--- config.mk ---
export PLATFORM = sky130hd
export DESIGN_NAME = dsc_serial_ctrl
export DESIGN_NICKNAME = d
export VERILOG_FILES = /design/src/verilog/dsc_pkg.sv /design/src/verilog/dsc_serial_ctrl.sv
export VERILOG_INCLUDE_DIRS = /design/src /design/src/verilog
export SDC_FILE = /design/constraint.sdc
export NUM_CORES = 1
export LEC_CHECK = 0
export BUFFER_PORTS_ARGS = -buffer_cell sky130_fd_sc_hd__buf_2
export CORE_UTILIZATION = 45
export CTS_CLUSTER_DIAMETER = 80
export CTS_CLUSTER_SIZE = 12
export DETAILED_ROUTE_END_ITERATION = 12
export SKIP_CTS_REPAIR_TIMING = 1
export SLEW_MARGIN = 15
export SYNTH_ARGS = -nofsm -noshare
export SYNTH_HDL_FRONTEND = slang
export SYNTH_SLANG_ARGS = --single-unit
--- constraint.sdc ---
create_clock -name clk -period 2.86 [get_ports clk]
set_clock_uncertainty 0.1 [all_clocks]
set_input_delay 0.572 -clock clk [delete_from_list [all_inputs] [get_ports clk]]
set_output_delay 0.572 -clock clk [all_outputs]
set_load 0.1 [all_outputs]
--- src/verilog/dsc_defs.svh ---
// field values, reset values and timing counts of the serial control block
// assumes inclusion by the design module only
`ifndef DSC_DEFS_SVH
`define DSC_DEFS_SVH
`define DSC_CMD_BITS 4'hB
`define DSC_CMD_RST 12'h000
`define DSC_DAC_RST 10'h3FF
`define DSC_FEAT_LOAD 2'h1
`define DSC_ACT_DACWR 3'h1
`define DSC_ACT_DACRD 3'h3
`define DSC_ACT_RESET 3'h5
`define DSC_CONV_CYC 5'h10
`define DSC_NAP_CYC 5'h13
`define DSC_CHAN_LATCH 5'h2
`define DSC_FRAME_DUAL 6'h10
`define DSC_FRAME_SINGLE 6'h20
`define DSC_CH_FIRST 2'h0
`define DSC_CH_SECOND 2'h3
`define DSC_CLK_MHZ 20
`define DSC_SRST_NS 500
`define DSC_SRST_CYC ((`DSC_SRST_NS * `DSC_CLK_MHZ) / 1000)
`endif

--- src/verilog/dsc_pkg.sv ---
// types shared by the serial control block and its bench
// assumes dsc_defs.svh is on the include path
package dsc_pkg;
  typedef struct packed {
    logic [1:0] chanSel;
    logic [1:0] featUpd;
    logic deepSleep;
    logic nap;
    logic autoNap;
    logic refOff;
    logic dualRead;
    logic [2:0] action;
  } dsc_cmd_t;
  typedef struct packed {
    logic convClk;
    logic readStrobe;
    logic convertStrobe;
    logic serialCommandIn;
    logic channelAutoPin;
    logic singleOutputPin;
    logic outSelN;
  } dsc_pins_t;
  typedef struct packed {
    logic serialOutA;
    logic serialOutAOeN;
    logic serialOutB;
    logic serialOutBOeN;
    logic busy;
  } dsc_sout_t;
  typedef struct packed {
    logic holdSample;
    logic [1:0] chanSel;
    logic deepSleep;
    logic nap;
    logic autoNap;
    logic refOff;
    logic [9:0] refLevel;
  } dsc_ana_t;
  typedef enum logic [2:0] {
    ACC_IDLE = 3'b001,
    ACC_SHIFT = 3'b010,
    ACC_RST = 3'b100
  } dsc_acc_t;
  typedef enum logic [1:0] {
    CV_IDLE = 2'b01,
    CV_RUN = 2'b10
  } dsc_conv_t;
endpackage : dsc_pkg

--- src/verilog/dsc_serial_ctrl.sv ---
// serial command, reference level and sample frame logic of a dual converter
// assumes host pins arrive asynchronous to clk and the conversion clock
// runs below a quarter of clk; converter results are on clk
`include "dsc_defs.svh"

module dsc_serial_ctrl (
  input wire logic clk,
  input wire logic rst_n,
  input wire dsc_pkg::dsc_pins_t pinsIn,
  input wire logic [11:0] adcResultA,
  input wire logic [11:0] adcResultB,
  output dsc_pkg::dsc_sout_t soutPins,
  output dsc_pkg::dsc_ana_t anaCtrl
);
  import dsc_pkg::*;

  function automatic logic featLoad(input logic [1:0] p);
    return p == `DSC_FEAT_LOAD;
  endfunction : featLoad

  //////////////////////////////////////////////////////////////////////////////
  // pin synchronisers and edge detection
  dsc_pins_t pinS1_r;
  dsc_pins_t pinS2_r;
  dsc_pins_t pinPrev_r;
  logic fallE;
  logic riseE;
  logic rdRise;
  logic cvRise;

  always_ff @(posedge clk or negedge rst_n) begin
    if (!rst_n) begin
      pinS1_r <= '0;
      pinS2_r <= '0;
      pinPrev_r <= '0;
    end else begin
      pinS1_r <= pinsIn;
      pinS2_r <= pinS1_r;
      pinPrev_r <= pinS2_r;
    end
  end

  assign fallE = pinPrev_r.convClk & ~pinS2_r.convClk;
  assign riseE = ~pinPrev_r.convClk & pinS2_r.convClk;
  assign rdRise = ~pinPrev_r.readStrobe & pinS2_r.readStrobe;
  assign cvRise = ~pinPrev_r.convertStrobe & pinS2_r.convertStrobe;

  //////////////////////////////////////////////////////////////////////////////
  // command access sequencer
  dsc_acc_t accState_r;
  logic [3:0] bitCnt_r;
  logic [10:0] shIn_r;
  logic [3:0] srstCnt_r;
  logic rdPend_r;
  logic accStart;
  logic wordDone;
  logic swRst;
  logic [11:0] wordIn;
  dsc_cmd_t wordCmd;
  logic dacWrArm_r;
  logic dacRdArm_r;
  logic cmdWord;

  assign accStart = (accState_r == ACC_IDLE) & fallE & rdPend_r;
  assign wordDone = (accState_r == ACC_SHIFT) & fallE & (bitCnt_r == `DSC_CMD_BITS);
  assign wordIn = {shIn_r, pinS2_r.serialCommandIn};
  assign wordCmd = dsc_cmd_t'(wordIn);
  assign swRst = accState_r == ACC_RST;
  assign cmdWord = wordDone & ~dacWrArm_r & ~dacRdArm_r;

  // a strobe seen in the same cycle as the consuming edge stays pending
  always_ff @(posedge clk or negedge rst_n) begin
    if (!rst_n) begin
      rdPend_r <= 1'b0;
    end else if (swRst) begin
      rdPend_r <= 1'b0;
    end else if (rdRise) begin
      rdPend_r <= 1'b1;
    end else if (accStart) begin
      rdPend_r <= 1'b0;
    end
  end

  always_ff @(posedge clk or negedge rst_n) begin
    if (!rst_n) begin
      accState_r <= ACC_IDLE;
      bitCnt_r <= 4'h0;
      shIn_r <= '0;
      srstCnt_r <= 4'h0;
    end else begin
      unique case (accState_r)
        ACC_IDLE: begin
          if (accStart) begin
            accState_r <= ACC_SHIFT;
            bitCnt_r <= 4'h0;
          end
        end
        ACC_SHIFT: begin
          if (fallE) begin
            shIn_r <= wordIn[10:0];
            bitCnt_r <= bitCnt_r + 4'h1;
            if (bitCnt_r == `DSC_CMD_BITS) begin
              accState_r <= ACC_IDLE;
              if (cmdWord && wordCmd.action == `DSC_ACT_RESET) begin
                accState_r <= ACC_RST;
                srstCnt_r <= 4'(`DSC_SRST_CYC);
              end
            end
          end
        end
        ACC_RST: begin
          srstCnt_r <= srstCnt_r - 4'h1;
          if (srstCnt_r == 4'h1) begin
            accState_r <= ACC_IDLE;
            shIn_r <= '0;
          end
        end
      endcase
    end
  end

  //////////////////////////////////////////////////////////////////////////////
  // command register, arms and reference level
  dsc_cmd_t cmd_r;
  logic [4:0] featEff_r;
  logic applyPend_r;
  logic [9:0] dac_r;

  always_ff @(posedge clk or negedge rst_n) begin
    if (!rst_n) begin
      cmd_r <= dsc_cmd_t'(`DSC_CMD_RST);
    end else if (swRst) begin
      cmd_r <= dsc_cmd_t'(`DSC_CMD_RST);
    end else if (cmdWord) begin
      cmd_r.chanSel <= wordCmd.chanSel;
      cmd_r.featUpd <= wordCmd.featUpd;
      cmd_r.action <= wordCmd.action;
      if (featLoad(wordCmd.featUpd)) begin
        cmd_r.deepSleep <= wordCmd.deepSleep;
        cmd_r.nap <= wordCmd.nap;
        cmd_r.autoNap <= wordCmd.autoNap;
        cmd_r.refOff <= wordCmd.refOff;
        cmd_r.dualRead <= wordCmd.dualRead;
      end
    end
  end

  // stored bits reach the analog side only on the next rising edge
  always_ff @(posedge clk or negedge rst_n) begin
    if (!rst_n) begin
      featEff_r <= 5'h00;
      applyPend_r <= 1'b0;
    end else if (swRst) begin
      featEff_r <= 5'h00;
      applyPend_r <= 1'b0;
    end else if (cmdWord) begin
      applyPend_r <= 1'b1;
    end else if (applyPend_r && riseE) begin
      featEff_r <= {cmd_r.deepSleep, cmd_r.nap, cmd_r.autoNap,
                    cmd_r.refOff, cmd_r.dualRead};
      applyPend_r <= 1'b0;
    end
  end

  always_ff @(posedge clk or negedge rst_n) begin
    if (!rst_n) begin
      dacWrArm_r <= 1'b0;
      dacRdArm_r <= 1'b0;
    end else if (swRst) begin
      dacWrArm_r <= 1'b0;
      dacRdArm_r <= 1'b0;
    end else if (wordDone) begin
      dacWrArm_r <= cmdWord & (wordCmd.action == `DSC_ACT_DACWR);
      dacRdArm_r <= cmdWord & (wordCmd.action == `DSC_ACT_DACRD);
    end
  end

  always_ff @(posedge clk or negedge rst_n) begin
    if (!rst_n) begin
      dac_r <= `DSC_DAC_RST;
    end else if (swRst) begin
      dac_r <= `DSC_DAC_RST;
    end else if (wordDone && dacWrArm_r) begin
      dac_r <= wordIn[9:0];
    end
  end

  //////////////////////////////////////////////////////////////////////////////
  // conversion timing, channel choice and results
  dsc_conv_t cvState_r;
  logic [4:0] cvCnt_r;
  logic [4:0] cvLen;
  logic [1:0] chan_r;
  logic [11:0] resA_r;
  logic [11:0] resB_r;
  logic pwrDown;
  logic cvTake;
  logic txBlock;
  logic [5:0] txCnt_r;

  assign pwrDown = featEff_r[4] | featEff_r[3];
  assign cvLen = featEff_r[2] ? `DSC_NAP_CYC : `DSC_CONV_CYC;
  assign txBlock = pinS2_r.singleOutputPin & ~featEff_r[0]
    & (txCnt_r > `DSC_FRAME_DUAL);
  assign cvTake = cvRise & (cvState_r == CV_IDLE) & ~pwrDown & ~txBlock & ~swRst;

  always_ff @(posedge clk or negedge rst_n) begin
    if (!rst_n) begin
      cvState_r <= CV_IDLE;
      cvCnt_r <= 5'h00;
    end else if (swRst || pwrDown) begin
      cvState_r <= CV_IDLE;
      cvCnt_r <= 5'h00;
    end else begin
      unique case (cvState_r)
        CV_IDLE: begin
          if (cvTake) begin
            cvState_r <= CV_RUN;
            cvCnt_r <= 5'h00;
          end
        end
        CV_RUN: begin
          if (fallE) begin
            cvCnt_r <= cvCnt_r + 5'h01;
            if (cvCnt_r + 5'h01 == cvLen) begin
              cvState_r <= CV_IDLE;
            end
          end
        end
      endcase
    end
  end

  always_ff @(posedge clk or negedge rst_n) begin
    if (!rst_n) begin
      chan_r <= `DSC_CH_FIRST;
      resA_r <= 12'h000;
      resB_r <= 12'h000;
    end else if (swRst) begin
      chan_r <= `DSC_CH_FIRST;
      resA_r <= 12'h000;
      resB_r <= 12'h000;
    end else if (cvState_r == CV_RUN && fallE) begin
      if (cvCnt_r + 5'h01 == `DSC_CHAN_LATCH && !pinS2_r.channelAutoPin) begin
        chan_r <= cmd_r.chanSel;
      end
      if (cvCnt_r + 5'h01 == cvLen) begin
        resA_r <= adcResultA;
        resB_r <= adcResultB;
        if (pinS2_r.channelAutoPin) begin
          chan_r <= (chan_r == `DSC_CH_FIRST) ? `DSC_CH_SECOND : `DSC_CH_FIRST;
        end
      end
    end
  end

  //////////////////////////////////////////////////////////////////////////////
  // output frames
  logic [31:0] shA_r;
  logic [31:0] shB_r;
  logic outA_r;
  logic outB_r;
  logic [15:0] frmA;
  logic [15:0] frmB;

  assign frmA = {2'b00, resA_r, 2'b00};
  assign frmB = {2'b00, resB_r, 2'b00};

  always_ff @(posedge clk or negedge rst_n) begin
    if (!rst_n) begin
      shA_r <= '0;
      shB_r <= '0;
      txCnt_r <= 6'h00;
      outA_r <= 1'b0;
      outB_r <= 1'b0;
    end else if (swRst) begin
      shA_r <= '0;
      shB_r <= '0;
      txCnt_r <= 6'h00;
      outA_r <= 1'b0;
      outB_r <= 1'b0;
    end else if (accStart) begin
      shB_r <= {frmB, 16'h0000};
      txCnt_r <= `DSC_FRAME_DUAL;
      if (dacRdArm_r) begin
        shA_r <= {4'h0, dac_r, 2'b00, 16'h0000};
      end else if (pinS2_r.singleOutputPin) begin
        shA_r <= {2'b00, resA_r, 2'b00, 2'b01, resB_r, 2'b00};
        txCnt_r <= `DSC_FRAME_SINGLE;
      end else begin
        shA_r <= {frmA, 16'h0000};
      end
    end else if (fallE) begin
      if (txCnt_r != 6'h00) begin
        outA_r <= shA_r[31];
        outB_r <= shB_r[31];
        shA_r <= {shA_r[30:0], 1'b0};
        shB_r <= {shB_r[30:0], 1'b0};
        txCnt_r <= txCnt_r - 6'h01;
      end else begin
        outA_r <= 1'b0;
        outB_r <= 1'b0;
      end
    end
  end

  //////////////////////////////////////////////////////////////////////////////
  // pins and analog controls
  assign soutPins.serialOutA = outA_r;
  assign soutPins.serialOutAOeN = pinS2_r.outSelN;
  assign soutPins.serialOutB = outB_r;
  assign soutPins.serialOutBOeN = pinS2_r.outSelN | pinS2_r.singleOutputPin;
  assign soutPins.busy = cvState_r == CV_RUN;
  assign anaCtrl.holdSample = cvState_r == CV_RUN;
  assign anaCtrl.chanSel = chan_r;
  assign anaCtrl.deepSleep = featEff_r[4];
  assign anaCtrl.nap = featEff_r[3];
  assign anaCtrl.autoNap = featEff_r[2];
  assign anaCtrl.refOff = featEff_r[1];
  assign anaCtrl.refLevel = dac_r;
endmodule : dsc_serial_ctrl

==> flow_metrics.py <==
metrics = {
    "job": {
        "drv_cap": 0,
    },
    "sta": {
        "post-route-min-period_ns": 2.47,
        "setup_viol": 0,
        "setup-tns-final_ns": 0,
        "tightest_slew_ns": 0.722,
        "setup_slack_ns": 0.392,
        "timing.final.crit_share": 0.863,
        "finalMaxSlewViolations": 0,
        "rsz0062_at_grt": "no",
        "slew_headroom": 0.518,
        "hold_viol": 5,
        "whs_ns": -0.00305,
        "fmaxAchievable_mhz": 405,
    },
    "die": {
        "pin_count": 55,
        "rows": 43,
        "fp.dieW_microns": 123,
        "core-area_sq_um": 14100,
        "die_h_microns": 123,
        "die_area_sq_um": 15200,
        "initial_core_util": 0.469,
    },
    "finish": {
        "area_growth_pct": 15.6,
        "nNetsFinal": 695,
        "drive_gt1_frac": 0.190,
        "antenna_cells": 0,
        "utilization": 0.542,
        "final_cell_mix": "138 x dfrtp_1, 66 x o21ai_0, 54 x nand2_1",
        "stdcell_area_sq_um": 7630,
        "final_common_cell": "dfrtp_1",
        "finalNonFillerCells": 848,
    },
    "clocking": {
        "h-tree-depth": 4,
        "numCtsBuffers": 17,
        "cts-root-buf": "clkbuf_16",
        "clkTransAtPathRegs_ns": 0.06,
        "clk_path_buf_depth": 2,
        "worstSkewPairLatency_ns": 0.42,
        "cts_tree": "built",
        "cts_num_sinks": 150,
    },
    "global_route": {
        "grt_overflow": 0,
        "antenna_found_initial": 0,
        "grt_pass1_wl_mm": 23.6,
        "grt_pass1_vias": 4671,
        "met3_usage": 0.0411,
        "grt_max_degree": 69,
        "grtUsageTotal": 0.206,
        "grt.met2_usage": 0.326,
        "gr-max-usage-layer": "met2",
        "gr-usage-met1": 0.283,
    },
    "synth": {
        "yosys.cell_types.count": 56,
        "ys_top_cells_by_area": "dfrtp_1 52%, mux2i_1 6.5%, o21ai_0 5.0%, dfstp_2 4.8%, a22o_1 3.4%",
        "synth_ff_type": "dfrtp_1",
        "synth_nets": 651,
        "synth_top_area_share": 0.523,
        "postSynthAreaPerCell_sq_um": 10.8,
        "yosys_warnings": 0,
        "ys_async_sr_fraction": 1.00,
        "synth-edff-count": 0,
        "netlist_area_sq_um": 6610,
        "synth_seq_cells": 150,
        "synth_area_leader_cell": "dfrtp_1",
        "synth_cells": 611,
        "synth-seq-area-share": 0.571,
    },
    "worst_setup_path": {
        "ff2ff_setup_slack_ns": 0.39,
        "crit_type": "reg -> reg",
        "reg2reg_depth": 6,
        "regToRegStartpoint": "cvCnt_r[0]",
        "cp_max_fo": 24,
        "reg2reg_to": "resB_r[6]",
        "end_kind": "register",
        "required_ns": 3.12,
        "crit_path_start_kind": "register",
        "arrival_ns": 2.72,
    },
    "pwr": {
        "clockPowerShare": 0.372,
        "p_seq_frac": 0.443,
        "internal_power_w": 0.00441,
        "power_leakage_nw": 3.49,
        "combPwrFrac": 0.184,
        "switching_share": 0.297,
        "ir_drop_mv": 0.489,
        "p_sw_w": 0.00186,
        "powerDensity_nw_per_um2": 822,
    },
    "drt": {
        "drc": 0,
        "wire_per_inst_microns": 16.7,
        "drtAntennaViolNets": 0,
        "drt-initial-drc-count": 271,
        "drt_first_pass_iters": 5,
        "drt-total-wl_mm": 14.1,
        "vias": 4687,
        "vias_per_cell": 5.53,
    },
    "placed_design": {
        "io_buffers": 54,
        "dpl.cell_count": 816,
        "dp_hpwl_mm": 9.64,
        "placed_cell_area_sq_um": 7010,
        "routabilityCongestion": 0.817,
        "place_ws_ns": 0.0809,
    },
    "worst_hold_path": {
        "hold_path_class": "in -> async",
    },
    "outcome": {
        "status": "complete, but fails checks",
        "violations": "negative hold slack",
    },
}
==> per-layer routing <==
| metal | vias up | routed length, microns |
|---|---|---|
| li1 | 2250 | - |
| met1 | 2334 | 6840 |
| met2 | 89 | 6670 |
| met3 | 14 | 426 |
| met4 | 0 | 191 |
| met5 | - | 0 |
==> cell families (layout without fill, tap and decap cells) <==
| kind of cell | count (synthesis) | after routing | share of synthesized area |
|---|---|---|---|
| fa+ha+maj | 7 | 7 | 0.0133 |
| mux | 43 | 43 | 0.0652 |
| simple gates | 173 | 173 | 0.134 |
| compound gates | 163 | 163 | 0.155 |
| xor+xnor | 10 | 10 | 0.0133 |
| buf+inv | 65 | 122 | 0.0489 |
| flops | 150 | 150 | 0.571 |
==> power by group through the flow <==
stage / clock network, W / registers, W / logic (W)
finish: 0.00234 / 0.00278 / 0.00116
global route: 0.00247 / 0.00284 / 0.00129
CTS: 0.00238 / 0.00278 / 0.00117
detailed placement: 0 / 0.00281 / 0.00116
global placement: 0 / 0.00280 / 0.00112
floorplan: 0 / 0.00279 / 0.000828
==> final cells by class <==
| type | instances | area (sq um) |
|---|---|---|
| clock inverter | 13 | 178 |
| sequential | 150 | 3770 |
| inverter | 23 | 86.3 |
| multi-input combinational | 396 | 2550 |
| fill | 1255 | 6460 |
| clock buffer | 19 | 443 |
| timing repair buffer | 67 | 387 |
| tap | 180 | 225 |
==> cells in the mapped netlist (2+ instances only) <==
| master | number |
|---|---|
| a31oi_1 | 5 |
| nor3b_2 | 3 |
| o21ai_0 | 66 |
| o31a_1 | 2 |
| xor2_1 | 4 |
| buf_8 | 2 |
| nor2b_1 | 2 |
| nand4b_1 | 2 |
| nor3_1 | 9 |
| or2_2 | 2 |
| buf_2 | 9 |
| nor4b_1 | 2 |
| o22ai_1 | 12 |
| a21oi_1 | 33 |
| mux2i_1 | 43 |
| a32o_1 | 5 |
| or3b_2 | 2 |
| ha_1 | 7 |
| nor4_1 | 2 |
| nand2_1 | 54 |
| nand3_1 | 23 |
| a22o_1 | 26 |
| clkbuf_1 | 18 |
| nand4_1 | 4 |
| and3_1 | 13 |
| dfrtp_1 | 138 |
| nand2b_1 | 4 |
| buf_4 | 12 |
| a31o_2 | 2 |
| inv_1 | 23 |
| nor2_1 | 38 |
| dfstp_2 | 12 |
| xnor2_1 | 6 |
| a22oi_1 | 3 |
| nand3b_1 | 2 |
==> state kept, by name (all words and copies together) (netlist names), 6 cells and up <==
| register | flops |
|---|---|
| shA_r | 30 |
| shB_r | 14 |
| resA_r | 12 |
| resB_r | 12 |
| shIn_r | 11 |
| dac_r | 10 |
| cmd_r | 7 |
| pinS1_r | 7 |
| pinS2_r | 6 |
| txCnt_r | 6 |
==> through the flow <==
stage	total power, W	hold WS (ns)
after global routing	0.00659	0.0273
after detailed placement	0.00397	0.235
after global placement	0.00392	0.233
final	0.00628	-0.00305
after CTS	0.00632	0.0144
after floorplan	0.00362	0.176
==> critical path, stage by stage, from the launching register on <==
cell and delay, ns:
dfrtp_1 0.47, ha_1 0.31, and2_4 0.19, a31oi_4 0.29, nor3_1 0.16, a21oi_4 0.61, a22o_1 0.25
==> how the worst max path moves through the flow <==
stage	endpoint	start
floorplan	resA_r[0]	cvState_r[0]
global placement	resA_r[5]	cvCnt_r[0]
detailed placement	resA_r[7]	cvCnt_r[0]
CTS	resA_r[11]	cvCnt_r[0]
global route	resB_r[10]	cvCnt_r[0]
finish	resB_r[6]	cvCnt_r[0]
(Power assumes the default switching activity.)
